[src/logic/cmm_consts.svh]
// Offsets, field positions, reset values and limits of the core register bank
`ifndef CMM_CONSTS_SVH
`define CMM_CONSTS_SVH
`define CMM_SP_ADDR 8'h81
`define CMM_DP0L_ADDR 8'h82
`define CMM_DP0H_ADDR 8'h83
`define CMM_DP1L_ADDR 8'h84
`define CMM_DP1H_ADDR 8'h85
`define CMM_XPAGE_ADDR 8'h86
`define CMM_TIMING_ADDR 8'h8e
`define CMM_IFACE_ADDR 8'h8f
`define CMM_AUX_ADDR 8'h91
`define CMM_IND_IDX_ADDR 8'hbc
`define CMM_IND_VAL_ADDR 8'hbd
`define CMM_SFR_WINDOW_SELECT_ADDR 8'hbe
`define CMM_FLAGS_ADDR 8'hd0
`define CMM_ACC_ADDR 8'he0
`define CMM_B_ADDR 8'hf0
`define CMM_SP_RST 8'h07
`define CMM_TIMING_RST 8'h10
`define CMM_ZERO_RST 8'h00
`define CMM_TIMING_WMASK 8'h73
`define CMM_IFACE_WMASK 8'h01
`define CMM_AUX_WMASK 8'hd1
`define CMM_SFR_WINDOW_SELECT_WMASK 8'h03
`define CMM_FLAGS_WMASK 8'hfe
`define CMM_CY_BIT 7
`define CMM_AC_BIT 6
`define CMM_OV_BIT 2
`define CMM_P_BIT 0
`define CMM_RS_HI 4
`define CMM_RS_LO 3
`define CMM_ITS_HI 6
`define CMM_ITS_LO 4
`define CMM_CLKOUT_HI 1
`define CMM_CLKOUT_LO 0
`define CMM_LOCK_BIT 6
`define CMM_BOOT_SERVICE_ENABLE_BIT 0
`define CMM_DPS_BIT 0
`define CMM_PGMODE_BIT 0
`define CMM_PGNUM_BIT 1
`define CMM_FLASH_TOP 16'h3fff
`define CMM_FLASH_SIZE 16'h4000
`define CMM_BOOT_BLK_SHIFT 7
`define CMM_BOOT_NMAX 4'h8
`define CMM_XRAM_TOP 16'h03ff
`endif

[src/logic/cmm_pkg.sv]
// Types shared by the core register bank
package cmm_pkg;
    typedef struct packed {
        logic [7:0] addr;
        logic wr;
        logic rd;
        logic [7:0] wdata;
    } cmm_sfr_req_t;
    typedef struct packed {
        logic carry;
        logic half_carry;
        logic ovf;
    } cmm_alu_flags_t;
    typedef struct packed {
        logic [7:0] addr;
        logic indirect;
    } cmm_data_ref_t;
endpackage

[src/logic/cmm_core_regs.sv]
// Core memory map decode and core special function registers
//
// Notes on behaviour
// - Flash is 0000 to 3FFF; top N blocks of 128 bytes, N 0..8, are boot.
// - N zero means no boot area; each step grows it down by 128 bytes.
// - N is a strap captured once after reset; code cannot change it.
// - Bytes 00h-7Fh reach RAM both directly and indirectly.
// - Bytes 80h-FFh reach RAM only indirectly; direct access selects SFRs.
// - Expanded 1K RAM sits at 0000h-03FFh while the disable bit is zero.
// - Index-register external moves take the upper byte from the page register.
// - Bank select maps R0-R7 into 00h-1Fh, eight bytes per bank.
// - Parity bit tracks the accumulator so together they hold even ones.
// - Stack pointer resets to 07h and increments before each push.
// - Each pointer loads whole by 16-bit load or bytewise through SFRs.
// - Aux bit 0 chooses the pointer; pointer operations use only it.
// - Timing field gives machine cycle of field plus one clocks, reset 001.
// - Clock pin field selects I/O, Fosc, Fosc/2, Fosc/4 under the RC oscillator.
// - Interface bit 0 enables the boot service, reset zero.
// - Interface bit 6 reports code lock and ignores writes.
// - B register is the second operand for multiply and divide, else scratch.
// - Page selector bit 0 picks indirect (0) or paged (1) SFR access.
// - Page selector bit 1 picks the page only in paged mode.
// - Indirect mode writes index then value; value goes to that peripheral register.
`timescale 1ns/100ps
`default_nettype none
`include "cmm_consts.svh"
module cmm_core_regs
    import cmm_pkg::*;
(
    input wire logic clk_i,
    input wire logic rstn_i,
    input wire cmm_sfr_req_t sfr_req_i,
    output logic [7:0] sfr_rdata_o,
    output logic sfr_hit_o,
    input wire logic acc_wr_i,
    input wire logic [7:0] acc_wdata_i,
    input wire logic b_wr_i,
    input wire logic [7:0] b_wdata_i,
    input wire logic flags_wr_i,
    input wire cmm_alu_flags_t flags_i,
    input wire logic stack_push_i,
    input wire logic stack_pop_i,
    input wire logic data_pointer_load_i,
    input wire logic [15:0] data_pointer_load_val_i,
    input wire logic data_pointer_inc_i,
    input wire logic [2:0] work_reg_i,
    input wire cmm_data_ref_t data_ref_i,
    input wire logic xmove_via_index_i,
    input wire logic [7:0] xmove_index_i,
    input wire logic xram_disable_i,
    input wire logic [15:0] code_addr_i,
    input wire logic [3:0] boot_blocks_i,
    input wire logic code_lock_i,
    input wire logic rc_osc_sel_i,
    output logic [7:0] acc_o,
    output logic [7:0] b_o,
    output logic [7:0] flags_o,
    output logic [7:0] sp_o,
    output logic [15:0] data_pointer_o,
    output logic pointer_choice_o,
    output logic [7:0] work_reg_addr_o,
    output logic iram_sel_o,
    output logic sfr_sel_o,
    output logic [15:0] xmove_addr_o,
    output logic xram_hit_o,
    output logic boot_area_o,
    output logic [3:0] boot_blocks_o,
    output logic [3:0] cycle_clocks_o,
    output logic cycle_strobe_o,
    output logic [1:0] clock_pin_output_sel_o,
    output logic boot_service_enable_o,
    output logic code_lock_status_o,
    output logic sfr_page_mode_o,
    output logic sfr_page_o,
    output logic ind_wr_o,
    output logic [7:0] indirect_sfr_index_o,
    output logic [7:0] indirect_sfr_value_o
);

    function automatic logic [7:0] cmm_bank_addr(input logic [1:0] bank, input logic [2:0] rn);
        cmm_bank_addr = {3'h0, bank, rn};
    endfunction

    function automatic logic [15:0] cmm_boot_base(input logic [3:0] n);
        cmm_boot_base = `CMM_FLASH_SIZE - ({12'h000, n} << `CMM_BOOT_BLK_SHIFT);
    endfunction

    logic [7:0] acc_reg, acc_next;
    logic [7:0] b_reg, b_next;
    logic [7:0] flags_reg, flags_next;
    logic [7:0] sp_reg, sp_next;
    logic [7:0] dp0l_reg, dp0h_reg, dp1l_reg, dp1h_reg;
    logic [15:0] dp0_next, dp1_next, dp_cur;
    logic [7:0] xpage_reg, xpage_next;
    logic [7:0] timing_reg, timing_next;
    logic [7:0] iface_reg, iface_next;
    logic [7:0] aux_reg, aux_next;
    logic [7:0] sfr_window_select_reg, sfr_window_select_next;
    logic [7:0] ind_idx_reg;
    logic [7:0] ind_val_reg;
    logic ind_wr_reg;
    logic [7:0] rdata_reg;
    logic hit_reg;
    logic [3:0] boot_n_reg;
    logic strap_done_reg;
    logic lock_reg;
    logic [2:0] cyc_cnt_reg;
    logic strobe_reg;
    logic [15:0] data_pointer_out_reg;
    logic [7:0] bank_addr_reg;
    logic iram_reg, sfrsel_reg;
    logic [15:0] xaddr_reg;
    logic xhit_reg;
    logic boot_reg;

    // Write strobes
    wire logic wr = sfr_req_i.wr;
    wire logic [7:0] wd = sfr_req_i.wdata;
    wire logic wr_sp = wr && sfr_req_i.addr == `CMM_SP_ADDR;
    wire logic wr_dp0l = wr && sfr_req_i.addr == `CMM_DP0L_ADDR;
    wire logic wr_dp0h = wr && sfr_req_i.addr == `CMM_DP0H_ADDR;
    wire logic wr_dp1l = wr && sfr_req_i.addr == `CMM_DP1L_ADDR;
    wire logic wr_dp1h = wr && sfr_req_i.addr == `CMM_DP1H_ADDR;
    wire logic wr_xpage = wr && sfr_req_i.addr == `CMM_XPAGE_ADDR;
    wire logic wr_timing = wr && sfr_req_i.addr == `CMM_TIMING_ADDR;
    wire logic wr_iface = wr && sfr_req_i.addr == `CMM_IFACE_ADDR;
    wire logic wr_aux = wr && sfr_req_i.addr == `CMM_AUX_ADDR;
    wire logic wr_sfr_window_select = wr && sfr_req_i.addr == `CMM_SFR_WINDOW_SELECT_ADDR;
    wire logic wr_flags = wr && sfr_req_i.addr == `CMM_FLAGS_ADDR;
    wire logic wr_acc = wr && sfr_req_i.addr == `CMM_ACC_ADDR;
    wire logic wr_b = wr && sfr_req_i.addr == `CMM_B_ADDR;
    wire logic indirect_mode = !sfr_window_select_reg[`CMM_PGMODE_BIT];
    wire logic wr_idx = wr && indirect_mode && sfr_req_i.addr == `CMM_IND_IDX_ADDR;
    wire logic wr_val = wr && indirect_mode && sfr_req_i.addr == `CMM_IND_VAL_ADDR;
    wire logic sel_dp1 = aux_reg[`CMM_DPS_BIT];
    wire logic sel_dp1_next = aux_next[`CMM_DPS_BIT];

    // Core writes win over SFR writes in the same cycle
    assign acc_next = acc_wr_i ? acc_wdata_i : (wr_acc ? wd : acc_reg);
    assign b_next = b_wr_i ? b_wdata_i : (wr_b ? wd : b_reg);
    wire logic [7:0] flags_sfr = wr_flags ? (wd & `CMM_FLAGS_WMASK) : flags_reg;
    wire logic [7:0] flags_alu = {flags_i.carry, flags_i.half_carry, flags_sfr[5:3], flags_i.ovf, flags_sfr[1:0]};
    wire logic [7:0] flags_mix = flags_wr_i ? flags_alu : flags_sfr;
    assign flags_next = {flags_mix[7:1], ^acc_next};
    assign sp_next = stack_push_i ? sp_reg + 8'h01 :
                     stack_pop_i ? sp_reg - 8'h01 :
                     wr_sp ? wd : sp_reg;
    assign dp_cur = sel_dp1 ? {dp1h_reg, dp1l_reg} : {dp0h_reg, dp0l_reg};
    wire logic [15:0] dp_core = data_pointer_load_i ? data_pointer_load_val_i : dp_cur + 16'h0001;
    wire logic dp_core_wr = data_pointer_load_i || data_pointer_inc_i;
    assign dp0_next = (dp_core_wr && !sel_dp1) ? dp_core :
                      {wr_dp0h ? wd : dp0h_reg, wr_dp0l ? wd : dp0l_reg};
    assign dp1_next = (dp_core_wr && sel_dp1) ? dp_core :
                      {wr_dp1h ? wd : dp1h_reg, wr_dp1l ? wd : dp1l_reg};
    assign xpage_next = wr_xpage ? wd : xpage_reg;
    assign timing_next = wr_timing ? (wd & `CMM_TIMING_WMASK) : timing_reg;
    assign iface_next = wr_iface ? (wd & `CMM_IFACE_WMASK) : iface_reg;
    assign aux_next = wr_aux ? (wd & `CMM_AUX_WMASK) : aux_reg;
    assign sfr_window_select_next = wr_sfr_window_select ? (wd & `CMM_SFR_WINDOW_SELECT_WMASK) : sfr_window_select_reg;

    // Read mux; code lock status is merged on read only
    wire logic [7:0] iface_view = iface_reg | ({7'h00, lock_reg} << `CMM_LOCK_BIT);
    logic [7:0] rd_mux;
    logic rd_hit;
    always_comb begin
        rd_hit = 1'b1;
        case (sfr_req_i.addr)
            `CMM_SP_ADDR: rd_mux = sp_reg;
            `CMM_DP0L_ADDR: rd_mux = dp0l_reg;
            `CMM_DP0H_ADDR: rd_mux = dp0h_reg;
            `CMM_DP1L_ADDR: rd_mux = dp1l_reg;
            `CMM_DP1H_ADDR: rd_mux = dp1h_reg;
            `CMM_XPAGE_ADDR: rd_mux = xpage_reg;
            `CMM_TIMING_ADDR: rd_mux = timing_reg;
            `CMM_IFACE_ADDR: rd_mux = iface_view;
            `CMM_AUX_ADDR: rd_mux = aux_reg;
            `CMM_IND_IDX_ADDR: rd_mux = ind_idx_reg;
            `CMM_IND_VAL_ADDR: rd_mux = ind_val_reg;
            `CMM_SFR_WINDOW_SELECT_ADDR: rd_mux = sfr_window_select_reg;
            `CMM_FLAGS_ADDR: rd_mux = flags_reg;
            `CMM_ACC_ADDR: rd_mux = acc_reg;
            `CMM_B_ADDR: rd_mux = b_reg;
            default: begin
                rd_mux = 8'h00;
                rd_hit = 1'b0;
            end
        endcase
    end

    // Memory map decode
    wire logic [15:0] xaddr = xmove_via_index_i ? {xpage_reg, xmove_index_i} : dp_cur;
    wire logic xhit = !xram_disable_i && xaddr <= `CMM_XRAM_TOP;
    wire logic to_sfr = !data_ref_i.indirect && data_ref_i.addr[7];
    wire logic in_boot = boot_n_reg != 4'h0 && code_addr_i >= cmm_boot_base(boot_n_reg)
                         && code_addr_i <= `CMM_FLASH_TOP;
    wire logic [3:0] strap_n = boot_blocks_i > `CMM_BOOT_NMAX ? `CMM_BOOT_NMAX : boot_blocks_i;
    wire logic [2:0] its = timing_reg[`CMM_ITS_HI:`CMM_ITS_LO];
    wire logic [2:0] its_next = timing_next[`CMM_ITS_HI:`CMM_ITS_LO];
    wire logic cyc_wrap = cyc_cnt_reg >= its;
    wire logic [1:0] clk_sel_next = rc_osc_sel_i ? timing_next[`CMM_CLKOUT_HI:`CMM_CLKOUT_LO] : 2'h0;

    always_ff @(posedge clk_i) begin
        if (!rstn_i) begin
            acc_reg <= `CMM_ZERO_RST;
            b_reg <= `CMM_ZERO_RST;
            flags_reg <= `CMM_ZERO_RST;
            sp_reg <= `CMM_SP_RST;
            {dp0h_reg, dp0l_reg, dp1h_reg, dp1l_reg} <= 32'h0000_0000;
            xpage_reg <= `CMM_ZERO_RST;
            timing_reg <= `CMM_TIMING_RST;
            iface_reg <= `CMM_ZERO_RST;
            aux_reg <= `CMM_ZERO_RST;
            sfr_window_select_reg <= `CMM_ZERO_RST;
        end else begin
            acc_reg <= acc_next;
            b_reg <= b_next;
            flags_reg <= flags_next;
            sp_reg <= sp_next;
            {dp0h_reg, dp0l_reg} <= dp0_next;
            {dp1h_reg, dp1l_reg} <= dp1_next;
            xpage_reg <= xpage_next;
            timing_reg <= timing_next;
            iface_reg <= iface_next;
            aux_reg <= aux_next;
            sfr_window_select_reg <= sfr_window_select_next;
        end
    end

    // Indirect peripheral access
    always_ff @(posedge clk_i) begin
        if (!rstn_i) begin
            ind_idx_reg <= `CMM_ZERO_RST;
            ind_val_reg <= `CMM_ZERO_RST;
            ind_wr_reg <= 1'b0;
        end else begin
            if (wr_idx) begin
                ind_idx_reg <= wd;
            end
            if (wr_val) begin
                ind_val_reg <= wd;
            end
            ind_wr_reg <= wr_val;
        end
    end

    // Strap capture, lock status, cycle timer
    always_ff @(posedge clk_i) begin
        if (!rstn_i) begin
            boot_n_reg <= 4'h0;
            strap_done_reg <= 1'b0;
            lock_reg <= 1'b0;
            cyc_cnt_reg <= 3'h0;
            strobe_reg <= 1'b0;
        end else begin
            if (!strap_done_reg) begin
                boot_n_reg <= strap_n;
            end
            strap_done_reg <= 1'b1;
            lock_reg <= code_lock_i;
            cyc_cnt_reg <= cyc_wrap ? 3'h0 : cyc_cnt_reg + 3'h1;
            strobe_reg <= cyc_wrap;
        end
    end

    // Registered outputs
    always_ff @(posedge clk_i) begin
        if (!rstn_i) begin
            rdata_reg <= 8'h00;
            hit_reg <= 1'b0;
            data_pointer_out_reg <= 16'h0000;
            bank_addr_reg <= 8'h00;
            iram_reg <= 1'b0;
            sfrsel_reg <= 1'b0;
            xaddr_reg <= 16'h0000;
            xhit_reg <= 1'b0;
            boot_reg <= 1'b0;
        end else begin
            rdata_reg <= sfr_req_i.rd ? rd_mux : 8'h00;
            hit_reg <= (sfr_req_i.rd || wr) && rd_hit;
            data_pointer_out_reg <= sel_dp1_next ? dp1_next : dp0_next;
            bank_addr_reg <= cmm_bank_addr(flags_reg[`CMM_RS_HI:`CMM_RS_LO], work_reg_i);
            iram_reg <= !to_sfr;
            sfrsel_reg <= to_sfr;
            xaddr_reg <= xaddr;
            xhit_reg <= xhit;
            boot_reg <= in_boot;
        end
    end

    logic [3:0] clocks_reg;
    logic [1:0] clksel_reg;
    logic [1:0] page_reg;
    always_ff @(posedge clk_i) begin
        if (!rstn_i) begin
            clocks_reg <= 4'h2;
            clksel_reg <= 2'h0;
            page_reg <= 2'h0;
        end else begin
            clocks_reg <= {1'b0, its_next} + 4'h1;
            clksel_reg <= clk_sel_next;
            page_reg <= {sfr_window_select_next[`CMM_PGMODE_BIT] & sfr_window_select_next[`CMM_PGNUM_BIT],
                         sfr_window_select_next[`CMM_PGMODE_BIT]};
        end
    end

    assign sfr_rdata_o = rdata_reg;
    assign sfr_hit_o = hit_reg;
    assign acc_o = acc_reg;
    assign b_o = b_reg;
    assign flags_o = flags_reg;
    assign sp_o = sp_reg;
    assign data_pointer_o = data_pointer_out_reg;
    assign pointer_choice_o = sel_dp1;
    assign work_reg_addr_o = bank_addr_reg;
    assign iram_sel_o = iram_reg;
    assign sfr_sel_o = sfrsel_reg;
    assign xmove_addr_o = xaddr_reg;
    assign xram_hit_o = xhit_reg;
    assign boot_area_o = boot_reg;
    assign boot_blocks_o = boot_n_reg;
    assign cycle_clocks_o = clocks_reg;
    assign cycle_strobe_o = strobe_reg;
    assign clock_pin_output_sel_o = clksel_reg;
    assign boot_service_enable_o = iface_reg[`CMM_BOOT_SERVICE_ENABLE_BIT];
    assign code_lock_status_o = lock_reg;
    assign sfr_page_mode_o = page_reg[0];
    assign sfr_page_o = page_reg[1];
    assign ind_wr_o = ind_wr_reg;
    assign indirect_sfr_index_o = ind_idx_reg;
    assign indirect_sfr_value_o = ind_val_reg;

    chk_parity_even: assert property (@(posedge clk_i) disable iff (!rstn_i)
        ^{acc_o, flags_o[`CMM_P_BIT]} == 1'b0) else $error("parity bit not even with accumulator");
    chk_sp_preinc: assert property (@(posedge clk_i) disable iff (!rstn_i)
        stack_push_i |=> sp_o == $past(sp_o) + 8'h01) else $error("push did not pre-increment stack");
    chk_sp_reset: assert property (@(posedge clk_i)
        !rstn_i |=> sp_o == 8'h07 && cycle_clocks_o == 4'h2) else $error("stack or timing reset value wrong");
    chk_bank_map: assert property (@(posedge clk_i) disable iff (!rstn_i)
        work_reg_addr_o[7:5] == 3'h0 && work_reg_addr_o[2:0] == $past(work_reg_i)
        && work_reg_addr_o[4:3] == $past(flags_o[4:3])) else $error("bank map wrong");
    chk_upper_direct: assert property (@(posedge clk_i) disable iff (!rstn_i)
        (!data_ref_i.indirect && data_ref_i.addr[7]) |=> sfr_sel_o && !iram_sel_o)
        else $error("direct upper address reached RAM");
    chk_xram_page: assert property (@(posedge clk_i) disable iff (!rstn_i)
        (xmove_via_index_i && !xram_disable_i) |=> xmove_addr_o[15:8] == $past(xpage_reg)
        && xram_hit_o == (xmove_addr_o <= 16'h03ff)) else $error("paged external address wrong");
    chk_lock_ro: assert property (@(posedge clk_i) disable iff (!rstn_i)
        wr_iface |=> iface_reg[7:1] == 7'h00) else $error("read-only interface bit written");
    chk_ind_fwd: assert property (@(posedge clk_i) disable iff (!rstn_i)
        wr_val |=> ind_wr_o && indirect_sfr_value_o == $past(wd) ##1 !ind_wr_o || $past(wr_val))
        else $error("indirect value not forwarded");
    chk_page_ignored: assert property (@(posedge clk_i) disable iff (!rstn_i)
        !sfr_page_mode_o |-> !sfr_page_o) else $error("page bit honoured in indirect mode");
    chk_strap_hold: assert property (@(posedge clk_i) disable iff (!rstn_i)
        strap_done_reg && $past(strap_done_reg) |-> $stable(boot_blocks_o))
        else $error("boot partition changed while running");
    chk_cycle_len: assert property (@(posedge clk_i) disable iff (!rstn_i)
        $stable(timing_reg) && !wr_timing && cycle_strobe_o && its == 3'h1
        |-> ##1 !cycle_strobe_o ##1 cycle_strobe_o)
        else $error("machine cycle length wrong");
    chk_boot_low: assert property (@(posedge clk_i) disable iff (!rstn_i)
        code_addr_i < 16'h3c00 |=> !boot_area_o) else $error("boot area below eight blocks");
    chk_data_pointer_load: assert property (@(posedge clk_i) disable iff (!rstn_i)
        data_pointer_load_i && !wr_aux |=> data_pointer_o == $past(data_pointer_load_val_i)) else $error("pointer load lost");
    chk_ind_refused: assert property (@(posedge clk_i) disable iff (!rstn_i)
        wr && !indirect_mode && sfr_req_i.addr == `CMM_IND_VAL_ADDR |=> !ind_wr_o && $stable(indirect_sfr_value_o))
        else $error("indirect write taken in paged mode");
    chk_clkpin_gpio: assert property (@(posedge clk_i) disable iff (!rstn_i)
        !rc_osc_sel_i |=> clock_pin_output_sel_o == 2'h0) else $error("clock pin driven off RC oscillator");
endmodule
`default_nettype wire

[config.mk]
export PLATFORM = sky130hd
export DESIGN_NAME = cmm_core_regs
export DESIGN_NICKNAME = d
export VERILOG_FILES = /design/src/logic/cmm_pkg.sv /design/src/logic/cmm_core_regs.sv
export VERILOG_INCLUDE_DIRS = /design/src /design/src/logic
export SDC_FILE = /design/constraint.sdc
export NUM_CORES = 1
export LEC_CHECK = 0
export BUFFER_PORTS_ARGS = -buffer_cell sky130_fd_sc_hd__buf_2
export CAP_MARGIN = 20
export CORE_MARGIN = 1.5
export CORE_UTILIZATION = 25
export DETAILED_ROUTE_END_ITERATION = 12
export PLACE_DENSITY_LB_ADDON = 0.25
export SYNTH_ARGS = -nofsm -noshare
export SYNTH_HDL_FRONTEND = slang
export SYNTH_SLANG_ARGS = --single-unit
[constraint.sdc]
create_clock -name clk_i -period 2.87 [get_ports clk_i]
set_clock_uncertainty 0.15 [all_clocks]
set_input_delay 0.1435 -clock clk_i [delete_from_list [all_inputs] [get_ports clk_i]]
set_output_delay 0.1435 -clock clk_i [all_outputs]
set_load 0.02 [all_outputs]
==> impl_metrics.py, run 1 <==
metrics = {
    "routing": {
        "drc_errors": 0,
        "via_per_inst": 4.98,
        "routed_wl_um": 36500,
        "wire_per_inst_um": 20.1,
        "first_pass_iters": 5,
        "ant_nets": 0,
        "via_count": 9041,
        "drtIter0Drc": 616,
    },
    "synth": {
        "ys_ff_latch": 168,
        "synth_warnings": 0,
        "synth_common_cells": "dfxtp_1 (168), nor2_1 (144), mux2i_1 (95)",
        "synthTopCellsByArea": "dfxtp_1 (37%), mux2i_1 (10%), nor2_1 (5.9%), a21oi_1 (4.4%), nand2_1 (3.4%)",
        "synth_top_area_share_pct": 36.7,
        "syn-cell-area_um2": 9170,
        "yosysMostFrequentCell": "dfxtp_1",
        "yosysTopAreaCell": "dfxtp_1",
        "yosysSeqAreaShare_pct": 36.7,
        "ys_types": 79,
        "async_flop_share_pct": 0,
        "dominantRegCellSynth": "dfxtp_1",
        "post_synth_inst_count": 1084,
        "syn_area_per_cell_um2": 8.46,
        "synth_enable_flop_cells": 0,
    },
    "pwr": {
        "switching_share_pct": 30.6,
        "seq_power_share_pct": 43.0,
        "p_clk_share_pct": 39.4,
        "power_density_nw_per_um2": 493,
        "p_int_mw": 4.11,
        "ir_worst_vdd_uv": 398,
        "p_switching_mw": 1.81,
        "combinationalPowerShare_pct": 17.6,
        "total_power_mw": 5.91,
        "p_leak_nw": 5.12,
    },
    "worst_setup_path": {
        "cp-start-kind": "flip-flop",
        "r2r_slack_ns": 0.18,
        "cp_top_family": "compound AO/OA/AOI/OAI gates",
        "endpoint_kind": "flip-flop",
        "crit_slowest_cell": "a21oi_1",
        "cp.buffers_inverters": 2,
        "arrival_ns": 2.86,
        "path_cells": "buf_4 -> mux2i_2 -> buf_4 -> a21oi_1 -> nand4b_1 -> xnor2_1 -> o21ai_0 -> o211ai_1 -> a21oi_1",
        "cp.required_ns": 3.04,
        "worstSetupPathType": "reg -> reg",
        "critPathMaxStageDelay_ns": 0.39,
        "worstPathMaxFanout": 7,
    },
    "finish": {
        "fin_util_pct": 33.5,
        "drive_gt1_share_pct": 25.6,
        "final_area_um2": 12000,
        "area_growth_pct": 30.8,
        "nFillCells": 3783,
        "finalNonFillerCells": 1816,
        "nNetsFinal": 1465,
        "seqCellArea_um2": 3360,
        "multi_input_area_um2": 5340,
    },
    "placement": {
        "pre_cts_ws_ns": 0.289,
        "portBuffers": 213,
        "gp_congestion": 0.895,
        "place_hpwl_um": 27000,
        "placed_cells": 1720,
        "placed_cell_area_um2": 10800,
    },
    "die": {
        "coreArea_um2": 35800,
        "start_util_pct": 25.6,
        "rows": 69,
        "die_y_um": 195,
        "die_area_um2": 37800,
        "num_io_pins": 224,
        "fp.dieW_um": 195,
    },
    "status": {
        "outcome": "completed",
    },
    "job": {
        "cap_violations": 0,
    },
    "clock_network": {
        "cts_buffers": 17,
        "tritoncts": "yes",
        "clk_transition_reported_paths_ns": 0.07,
        "clock_path_buffers": 2,
        "cts_resized": 0,
        "htree_levels": 4,
        "cts.sinks": 168,
        "clock_latency_ns": 0.45,
        "cts_root_buf": "clkbuf_16",
        "post-cts-setup-buffer-count": 0,
    },
    "sta": {
        "max_freq_ghz": 0.372,
        "hold_viol": 0,
        "post-route-period-util_pct": 93.7,
        "rsz0062_at_grt": "false",
        "tns_ns": 0,
        "tightest_slew_ns": 0.818,
        "setup_viol": 0,
        "relSlewSlack_pct": 45.2,
        "min_period_ns": 2.69,
        "fin_ws_ns": 0.180,
        "holdWs_ns": 0.0204,
        "slew_viol_final": 0,
    },
    "global_routing": {
        "grt_pass1_vias": 8685,
        "top_usage_layer": "met2",
        "grt_use_total_pct": 19.2,
        "grt.met2_usage_pct": 30.8,
        "grt_pass1_wl_um": 54300,
        "antenna_found_initial": 1,
        "use_met1_pct": 26.1,
        "grt_start_max_net_pins": 29,
        "overflow": 0,
        "use_met3_pct": 3.28,
    },
    "min_path": {
        "hp-class": "in -> reg",
    },
}
power groups by stage:
stage               clock network (mW)  registers, mW  logic [mW]
floorplan                            0           2.65       0.534
global placement                     0           2.60       0.960
detailed placement                   0           2.60       0.971
CTS                               2.38           2.54        1.05
global route                      2.49           2.56        1.14
finish                            2.33           2.54        1.04
metal layers:
metal / share of wire (%) / vias up / wire length, um
li1: - / 4361 / -
met2: 46 / 302 / 16800
met1: 47 / 4340 / 17200
met5: 0 / - / 0
met4: 1.9 / 0 / 703
met3: 5.0 / 38 / 1840
area by class of cell:
| cell class | instances | area share (%) |
|---|---|---|
| Tap cell | 461 | 4.81 |
| Clock buffer | 20 | 3.73 |
| Antenna cell | 1 | 0.0209 |
| Sequential cell | 168 | 28.1 |
| Clock inverter | 12 | 1.00 |
| Multi-Input combinational cell | 808 | 44.5 |
| Timing Repair Buffer | 321 | 17.1 |
| Inverter | 25 | 0.793 |
tightest hold or removal path: cells and delay by family:
family | cells | cell delay, ns
AO/OA/AOI/OAI | 1 | 0.06
AND/OR/NAND/NOR | 3 | 0.18
buffers and inverters | 1 | 0.18
cells by family (layout without fill, tap and decap cells):
| group | count (synthesis) | after routing | share of synthesized area, % |
|---|---|---|---|
| buffers and inverters | 110 | 378 | 5.36 |
| AO/OA/AOI/OAI | 244 | 244 | 17.3 |
| flip-flops | 168 | 168 | 36.7 |
| AND/OR/NAND/NOR | 397 | 397 | 21.9 |
| other | 1 | 4 | 0.0409 |
| adder cells (fa/ha/maj) | 18 | 18 | 2.46 |
| multiplexers | 120 | 120 | 13.6 |
| XOR/XNOR | 26 | 26 | 2.63 |
layout by cell type, fill, tap and decap left out, types with 10 or more instances in the layout:
cell type / synthesis / layout
a211oi_1: 13 / 13
a21oi_1: 81 / 81
a22oi_1: 18 / 18
and2_1: 23 / 23
buf_2: 15 / 213
buf_4: 8 / 44
clkbuf_16: 0 / 17
dfxtp_1: 168 / 167
dlygate4sd3_1: 0 / 63
ha_1: 18 / 18
inv_1: 23 / 22
mux2_2: 20 / 20
mux2i_1: 95 / 95
nand2_1: 83 / 83
nand2b_1: 13 / 13
nand3_1: 32 / 32
nor2_1: 144 / 144
nor2b_1: 10 / 10
nor3_1: 20 / 20
o21ai_0: 50 / 50
xnor2_1: 21 / 21
what timing repair did:
item                                    CTS  global route
endpoints found under the hold margin    56             0
hold buffers                             63             0
endpoints found under the setup margin    0             0
final timing paths:
path,startpoint,to,cells past startpoint
worst max-delay path,aux_reg[0],data_pointer_o[9],9
worst min-delay path,stack_push_i,sp_o[7],5
worst max register to register,aux_reg[0],data_pointer_o[9],9
worst min register to register,aux_reg[6],aux_reg[6],2
(Power assumes the default switching activity.)
==> run 2, diff against run 1 <==
- MAX_ROUTING_LAYER: not set -> met4
- PLACE_DENSITY: not set -> 0.46
- PLACE_DENSITY_LB_ADDON: 0.25 -> not set
==> run 2 against run 1 <==
Against the previous run:
- first-iteration DRC count is 0.65% higher
- largest power group unchanged
- non-clock buffer count grew 9
- final cell count increased by 0.61%
- via count increased by 0.97%
==> impl_metrics.py, run 2 (synthesis results as in run 1) <==
metrics = {
    "status": {
        "outcome": "completed",
    },
    "sta": {
        "max_freq_ghz": 0.381,
        "tightest_slew_ns": 0.792,
        "tns_ns": 0,
        "min_period_ns": 2.62,
        "rsz0062_at_grt": "false",
        "relSlewSlack_pct": 46.9,
        "hold_viol": 0,
        "holdWs_ns": 0.0210,
        "post-route-period-util_pct": 91.4,
        "setup_viol": 0,
        "slew_viol_final": 0,
    },
    "min_path": {
        "hp-class": "in -> reg",
        "hp-start": "xmove_via_index_i",
    },
    "routing": {
        "drc_errors": 0,
        "first_pass_iters": 5,
        "routed_wl_um": 37200,
        "wire_per_inst_um": 20.3,
        "via_count": 9129,
        "drtIter0Drc": 620,
        "ant_nets": 0,
        "via_per_inst": 5.00,
    },
    "global_routing": {
        "antenna_found_initial": 4,
        "use_met3_pct": 3.37,
        "grt_start_max_net_pins": 39,
        "grt_use_total_pct": 20.1,
        "overflow": 0,
        "use_met1_pct": 26.9,
        "grt.met2_usage_pct": 31.1,
        "grt_pass1_vias": 8581,
        "grt_pass1_wl_um": 55100,
        "top_usage_layer": "met2",
    },
    "pwr": {
        "p_int_mw": 4.28,
        "p_switching_mw": 1.80,
        "p_leak_nw": 5.18,
        "combinationalPowerShare_pct": 17.2,
        "seq_power_share_pct": 41.8,
        "p_clk_share_pct": 41.0,
        "switching_share_pct": 29.6,
        "total_power_mw": 6.09,
        "power_density_nw_per_um2": 502,
        "ir_worst_vdd_uv": 404,
    },
    "die": {
        "num_io_pins": 224,
        "coreArea_um2": 35800,
        "fp.dieW_um": 195,
        "start_util_pct": 25.6,
        "die_area_um2": 37800,
        "die_y_um": 195,
        "rows": 69,
    },
    "placement": {
        "placed_cell_area_um2": 10800,
        "gp_congestion": 0.881,
        "place_hpwl_um": 27100,
        "portBuffers": 213,
    },
    "worst_setup_path": {
        "cp.required_ns": 3.12,
        "worstReg2RegStart": "aux_reg[0]",
        "cp-endpoint": "data_pointer_o[8]",
        "path_cells": "buf_4 -> nand3_1 -> a2111o_1 -> o21a_1 -> o31ai_1 -> o21ai_0 -> mux2_2 -> nor2_2",
        "rr_endpoint": "data_pointer_o[8]",
        "arrival_ns": 2.87,
        "worstSetupPathType": "reg -> reg",
        "reg2reg_depth": 8,
        "critPathMaxStageDelay_ns": 0.57,
        "crit_path_start": "aux_reg[0]",
        "r2r_slack_ns": 0.25,
        "endpoint_kind": "flip-flop",
        "worstPathMaxFanout": 16,
        "crit_slowest_cell": "a2111o_1",
        "cp-start-kind": "flip-flop",
    },
    "clock_network": {
        "clk_transition_reported_paths_ns": 0.08,
        "clock_latency_ns": 0.46,
        "post-cts-setup-buffer-count": 0,
        "tritoncts": "yes",
        "cts.sinks": 168,
        "cts_buffers": 17,
        "cts_resized": 0,
        "htree_levels": 4,
        "cts_hold_buf": 71,
        "clock_path_buffers": 2,
        "cts_root_buf": "clkbuf_16",
    },
    "finish": {
        "mostFrequentLayoutCells": "buf_2 (213), dfxtp_1 (167), nor2_1 (144)",
        "nNetsFinal": 1474,
        "layout_commonest_cell": "buf_2",
        "fin_util_pct": 33.8,
        "final_area_um2": 12100,
        "area_growth_pct": 32.3,
        "drive_gt1_share_pct": 25.6,
    },
    "job": {
        "cap_violations": 0,
    },
}
-- run 2: cell count changes in the layout (fill, tap and decap cells not counted) --
cell / previous run / this run
clkinvlp_4: 4 / 3
inv_6: 1 / 3
clkinv_4: 4 / 3
bufinv_16: 1 / 3
dlygate4sd3_1: 63 / 71
buf_4: 44 / 45
diode_2: 1 / 4
inv_8: 1 / 0
clkbuf_1: 2 / 0
-- run 2: how the worst min path moves through the flow --
stage | cells after the start | to
final | 3 | xmove_addr_o[13]
after global routing | 5 | sp_o[7]
after CTS | 5 | sp_o[7]
after detailed placement | 2 | xram_hit_o
after global placement | 2 | xram_hit_o
after floorplan | 0 | strap_done_reg
-- run 2: per-layer routing --
metal / share of wire, % / vias up
met1: 47 / 4429
met4: 1.8 / 0
li1: - / 4388
met5: 0 / -
met3: 5.0 / 35
met2: 46 / 277
-- run 2: cell type report --
type / instances / area, um^2
Tap cell: 461 / 577
Fill cell: 3836 / 23700
Clock buffer: 18 / 439
Timing Repair Buffer: 330 / 2130
Clock inverter: 13 / 170
Multi-Input combinational cell: 808 / 5340
Inverter: 25 / 95.1
Sequential cell: 168 / 3360
Antenna cell: 4 / 10.0
-- run 2: through the flow --
step / instances / setup slack [ns]
floorplan: 1086 / 0.0186
global placement: 1721 / 0.325
detailed placement: 1721 / 0.297
CTS: 1823 / 0.252
global route: 1827 / 0.115
finish: 1827 / 0.246
-- run 2: critical path, delay by kind of cell, from the launching register on --
kind                   cells  cell delay, ns
buffers and inverters      1            0.24
AOI/OAI and AO/OA          4            1.23
and+or+nand+nor            2            0.26
DFF                        1            0.36
muxes                      1            0.31
-- run 2: power groups by stage --
stage               clock (mW)  combinational [mW]  sequential, mW
finish                    2.50                1.05            2.55
CTS                       2.56                1.05            2.55
floorplan                    0               0.534            2.65
global placement             0               0.962            2.60
detailed placement           0               0.969            2.60
global route              2.65                1.15            2.56
==> run 3, diff against run 2 <==
--- a/constraint.sdc
+++ b/constraint.sdc
@@ -4,2 +4,2 @@
 set_output_delay 0.1435 -clock clk_i [all_outputs]
-set_load 0.02 [all_outputs]
+set_load 0.005 [all_outputs]
==> run 3 against run 2 <==
Against the previous run:
- count of clock-buffer cells in the layout is 2 higher
- via count fell by 1.3%
- design area fell by 1.2%
- critical path depth did not move
- first-iteration DRC count grew 17%
==> impl_metrics.py, run 3 (synthesis results as in run 1) <==
metrics = {
    "sta": {
        "fin_ws_ns": 0.141,
        "max_freq_ghz": 0.366,
        "post-route-period-util_pct": 95.1,
        "slew_viol_final": 0,
        "rsz0062_at_grt": "false",
        "relSlewSlack_pct": 45.9,
        "holdWs_ns": 0.0132,
        "tightest_slew_ns": 0.806,
        "setup_viol": 0,
        "tns_ns": 0,
        "min_period_ns": 2.73,
        "hold_viol": 0,
    },
    "placement": {
        "gp_congestion": 0.884,
        "pre_cts_ws_ns": 0.242,
        "place_hpwl_um": 27200,
        "portBuffers": 213,
        "placed_cells": 1717,
    },
    "clock_network": {
        "clock_path_buffers": 2,
        "clock_latency_ns": 0.45,
        "htree_levels": 4,
        "tritoncts": "yes",
        "cts_resized": 0,
        "cts_hold_buf": 61,
        "clk_transition_reported_paths_ns": 0.07,
        "post-cts-setup-buffer-count": 0,
        "cts_buffers": 17,
        "cts_root_buf": "clkbuf_16",
        "cts.sinks": 168,
    },
    "routing": {
        "ant_nets": 0,
        "highest_layer": "met4",
        "drc_errors": 0,
        "wire_per_inst_um": 20.4,
        "wl_met3_um": 1550,
        "met1Wirelength_um": 17700,
        "routed_wl_um": 37000,
        "drtIter0Drc": 728,
        "dr_wl_met2_um": 17000,
        "via_count": 9010,
        "via_per_inst": 4.96,
        "first_pass_iters": 5,
    },
    "worst_setup_path": {
        "worstSetupPathType": "reg -> reg",
        "crit_path_start": "aux_reg[0]",
        "cp-start-kind": "flip-flop",
        "arrival_ns": 2.96,
        "worstReg2RegStart": "aux_reg[0]",
        "endpoint_kind": "flip-flop",
        "cp.required_ns": 3.10,
        "worstPathMaxFanout": 14,
        "critPathMaxStageDelay_ns": 0.56,
        "path_cells": "buf_4 -> nand3_1 -> a2111o_1 -> o21a_1 -> o31ai_1 -> o21ai_0 -> mux2_2 -> nor2_2",
        "crit_slowest_cell": "a2111o_1",
    },
    "global_routing": {
        "overflow": 0,
        "grt_pass1_wl_um": 55500,
        "grt_use_total_pct": 20.0,
        "grt_pass1_vias": 8823,
        "antenna_found_initial": 6,
        "grt_start_max_net_pins": 36,
    },
    "finish": {
        "area_growth_pct": 30.6,
        "finalNonFillerCells": 1816,
        "mostFrequentLayoutCells": "buf_2 (213), dfxtp_1 (168), nor2_1 (144)",
        "nFillCells": 3785,
        "drive_gt1_share_pct": 25.4,
        "fin_util_pct": 33.4,
        "nNetsFinal": 1460,
        "layout_commonest_cell": "buf_2",
    },
    "min_path": {
        "hp-class": "in -> reg",
        "hp-start": "xmove_via_index_i",
    },
    "die": {
        "die_area_um2": 37800,
        "start_util_pct": 25.6,
        "coreArea_um2": 35800,
        "num_io_pins": 224,
        "fp.dieW_um": 195,
        "die_y_um": 195,
        "rows": 69,
    },
    "pwr": {
        "power_density_nw_per_um2": 492,
        "ir_worst_vdd_uv": 345,
        "p_leak_nw": 5.11,
    },
    "status": {
        "outcome": "completed",
    },
    "job": {
        "cap_violations": 0,
    },
}
[run 3: cell count changes in the layout (fill, tap and decap cells not counted), sizes merged]
cell,change
clkbuf,+2
bufinv,-1
inv,+2
diode,+2
clkinv,-2
buf,-4
dlygate4sd3,-10
[run 3: final cells by class]
type / instances / area, um^2 / area share (%)
diodes: 6 / 15.0 / 0.125
clock buffers: 20 / 447 / 3.73
clock inverters: 12 / 139 / 1.16
inverters: 25 / 95.1 / 0.794
multi-input cells: 808 / 5340 / 44.6
flip-flops and latches: 168 / 3360 / 28.1
well taps: 461 / 577 / 4.82
repair buffers: 316 / 2000 / 16.7
[run 3: path summary, 6_finish.rpt]
path | endpoint | slack (ns) | cells past startpoint
worst min-delay path | xmove_addr_o[1] | 0.01 | 3
worst max register to register | data_pointer_o[8] | 0.14 | 8
worst max-delay path | data_pointer_o[8] | 0.14 | 8
worst min register to register | aux_reg[7] | 0.31 | 2
[run 3: critical path, delay by kind of cell, from the launching register on]
kind | cells | cell delay [ns]
AO/OA/AOI/OAI | 4 | 1.28
buffers and inverters | 1 | 0.26
flip-flops | 1 | 0.39
multiplexers | 1 | 0.31
AND/OR/NAND/NOR | 2 | 0.28
[run 3: stage by stage]
stage / power [mW] / area, um^2
2_1_floorplan: 3.09 / 9190
3_3_place_gp: 3.47 / 10800
3_5_place_dp: 3.48 / 10800
4_1_cts: 5.95 / 12000
5_1_grt: 6.15 / 12000
6_report: 5.89 / 12000
[run 3: metal layers]
layer / vias to the layer above / GRT usage, %
li1: 4368 / -
met1: 4330 / 27.0
met2: 279 / 31.1
met3: 33 / 2.55
met4: 0 / 6.19
met5: - / -
[run 3: power breakdown]
| group | switching (mW) | internal (mW) |
|---|---|---|
| Combinational | 0.513 | 0.430 |
| Clock | 1.07 | 1.32 |
| Sequential | 0.107 | 2.44 |
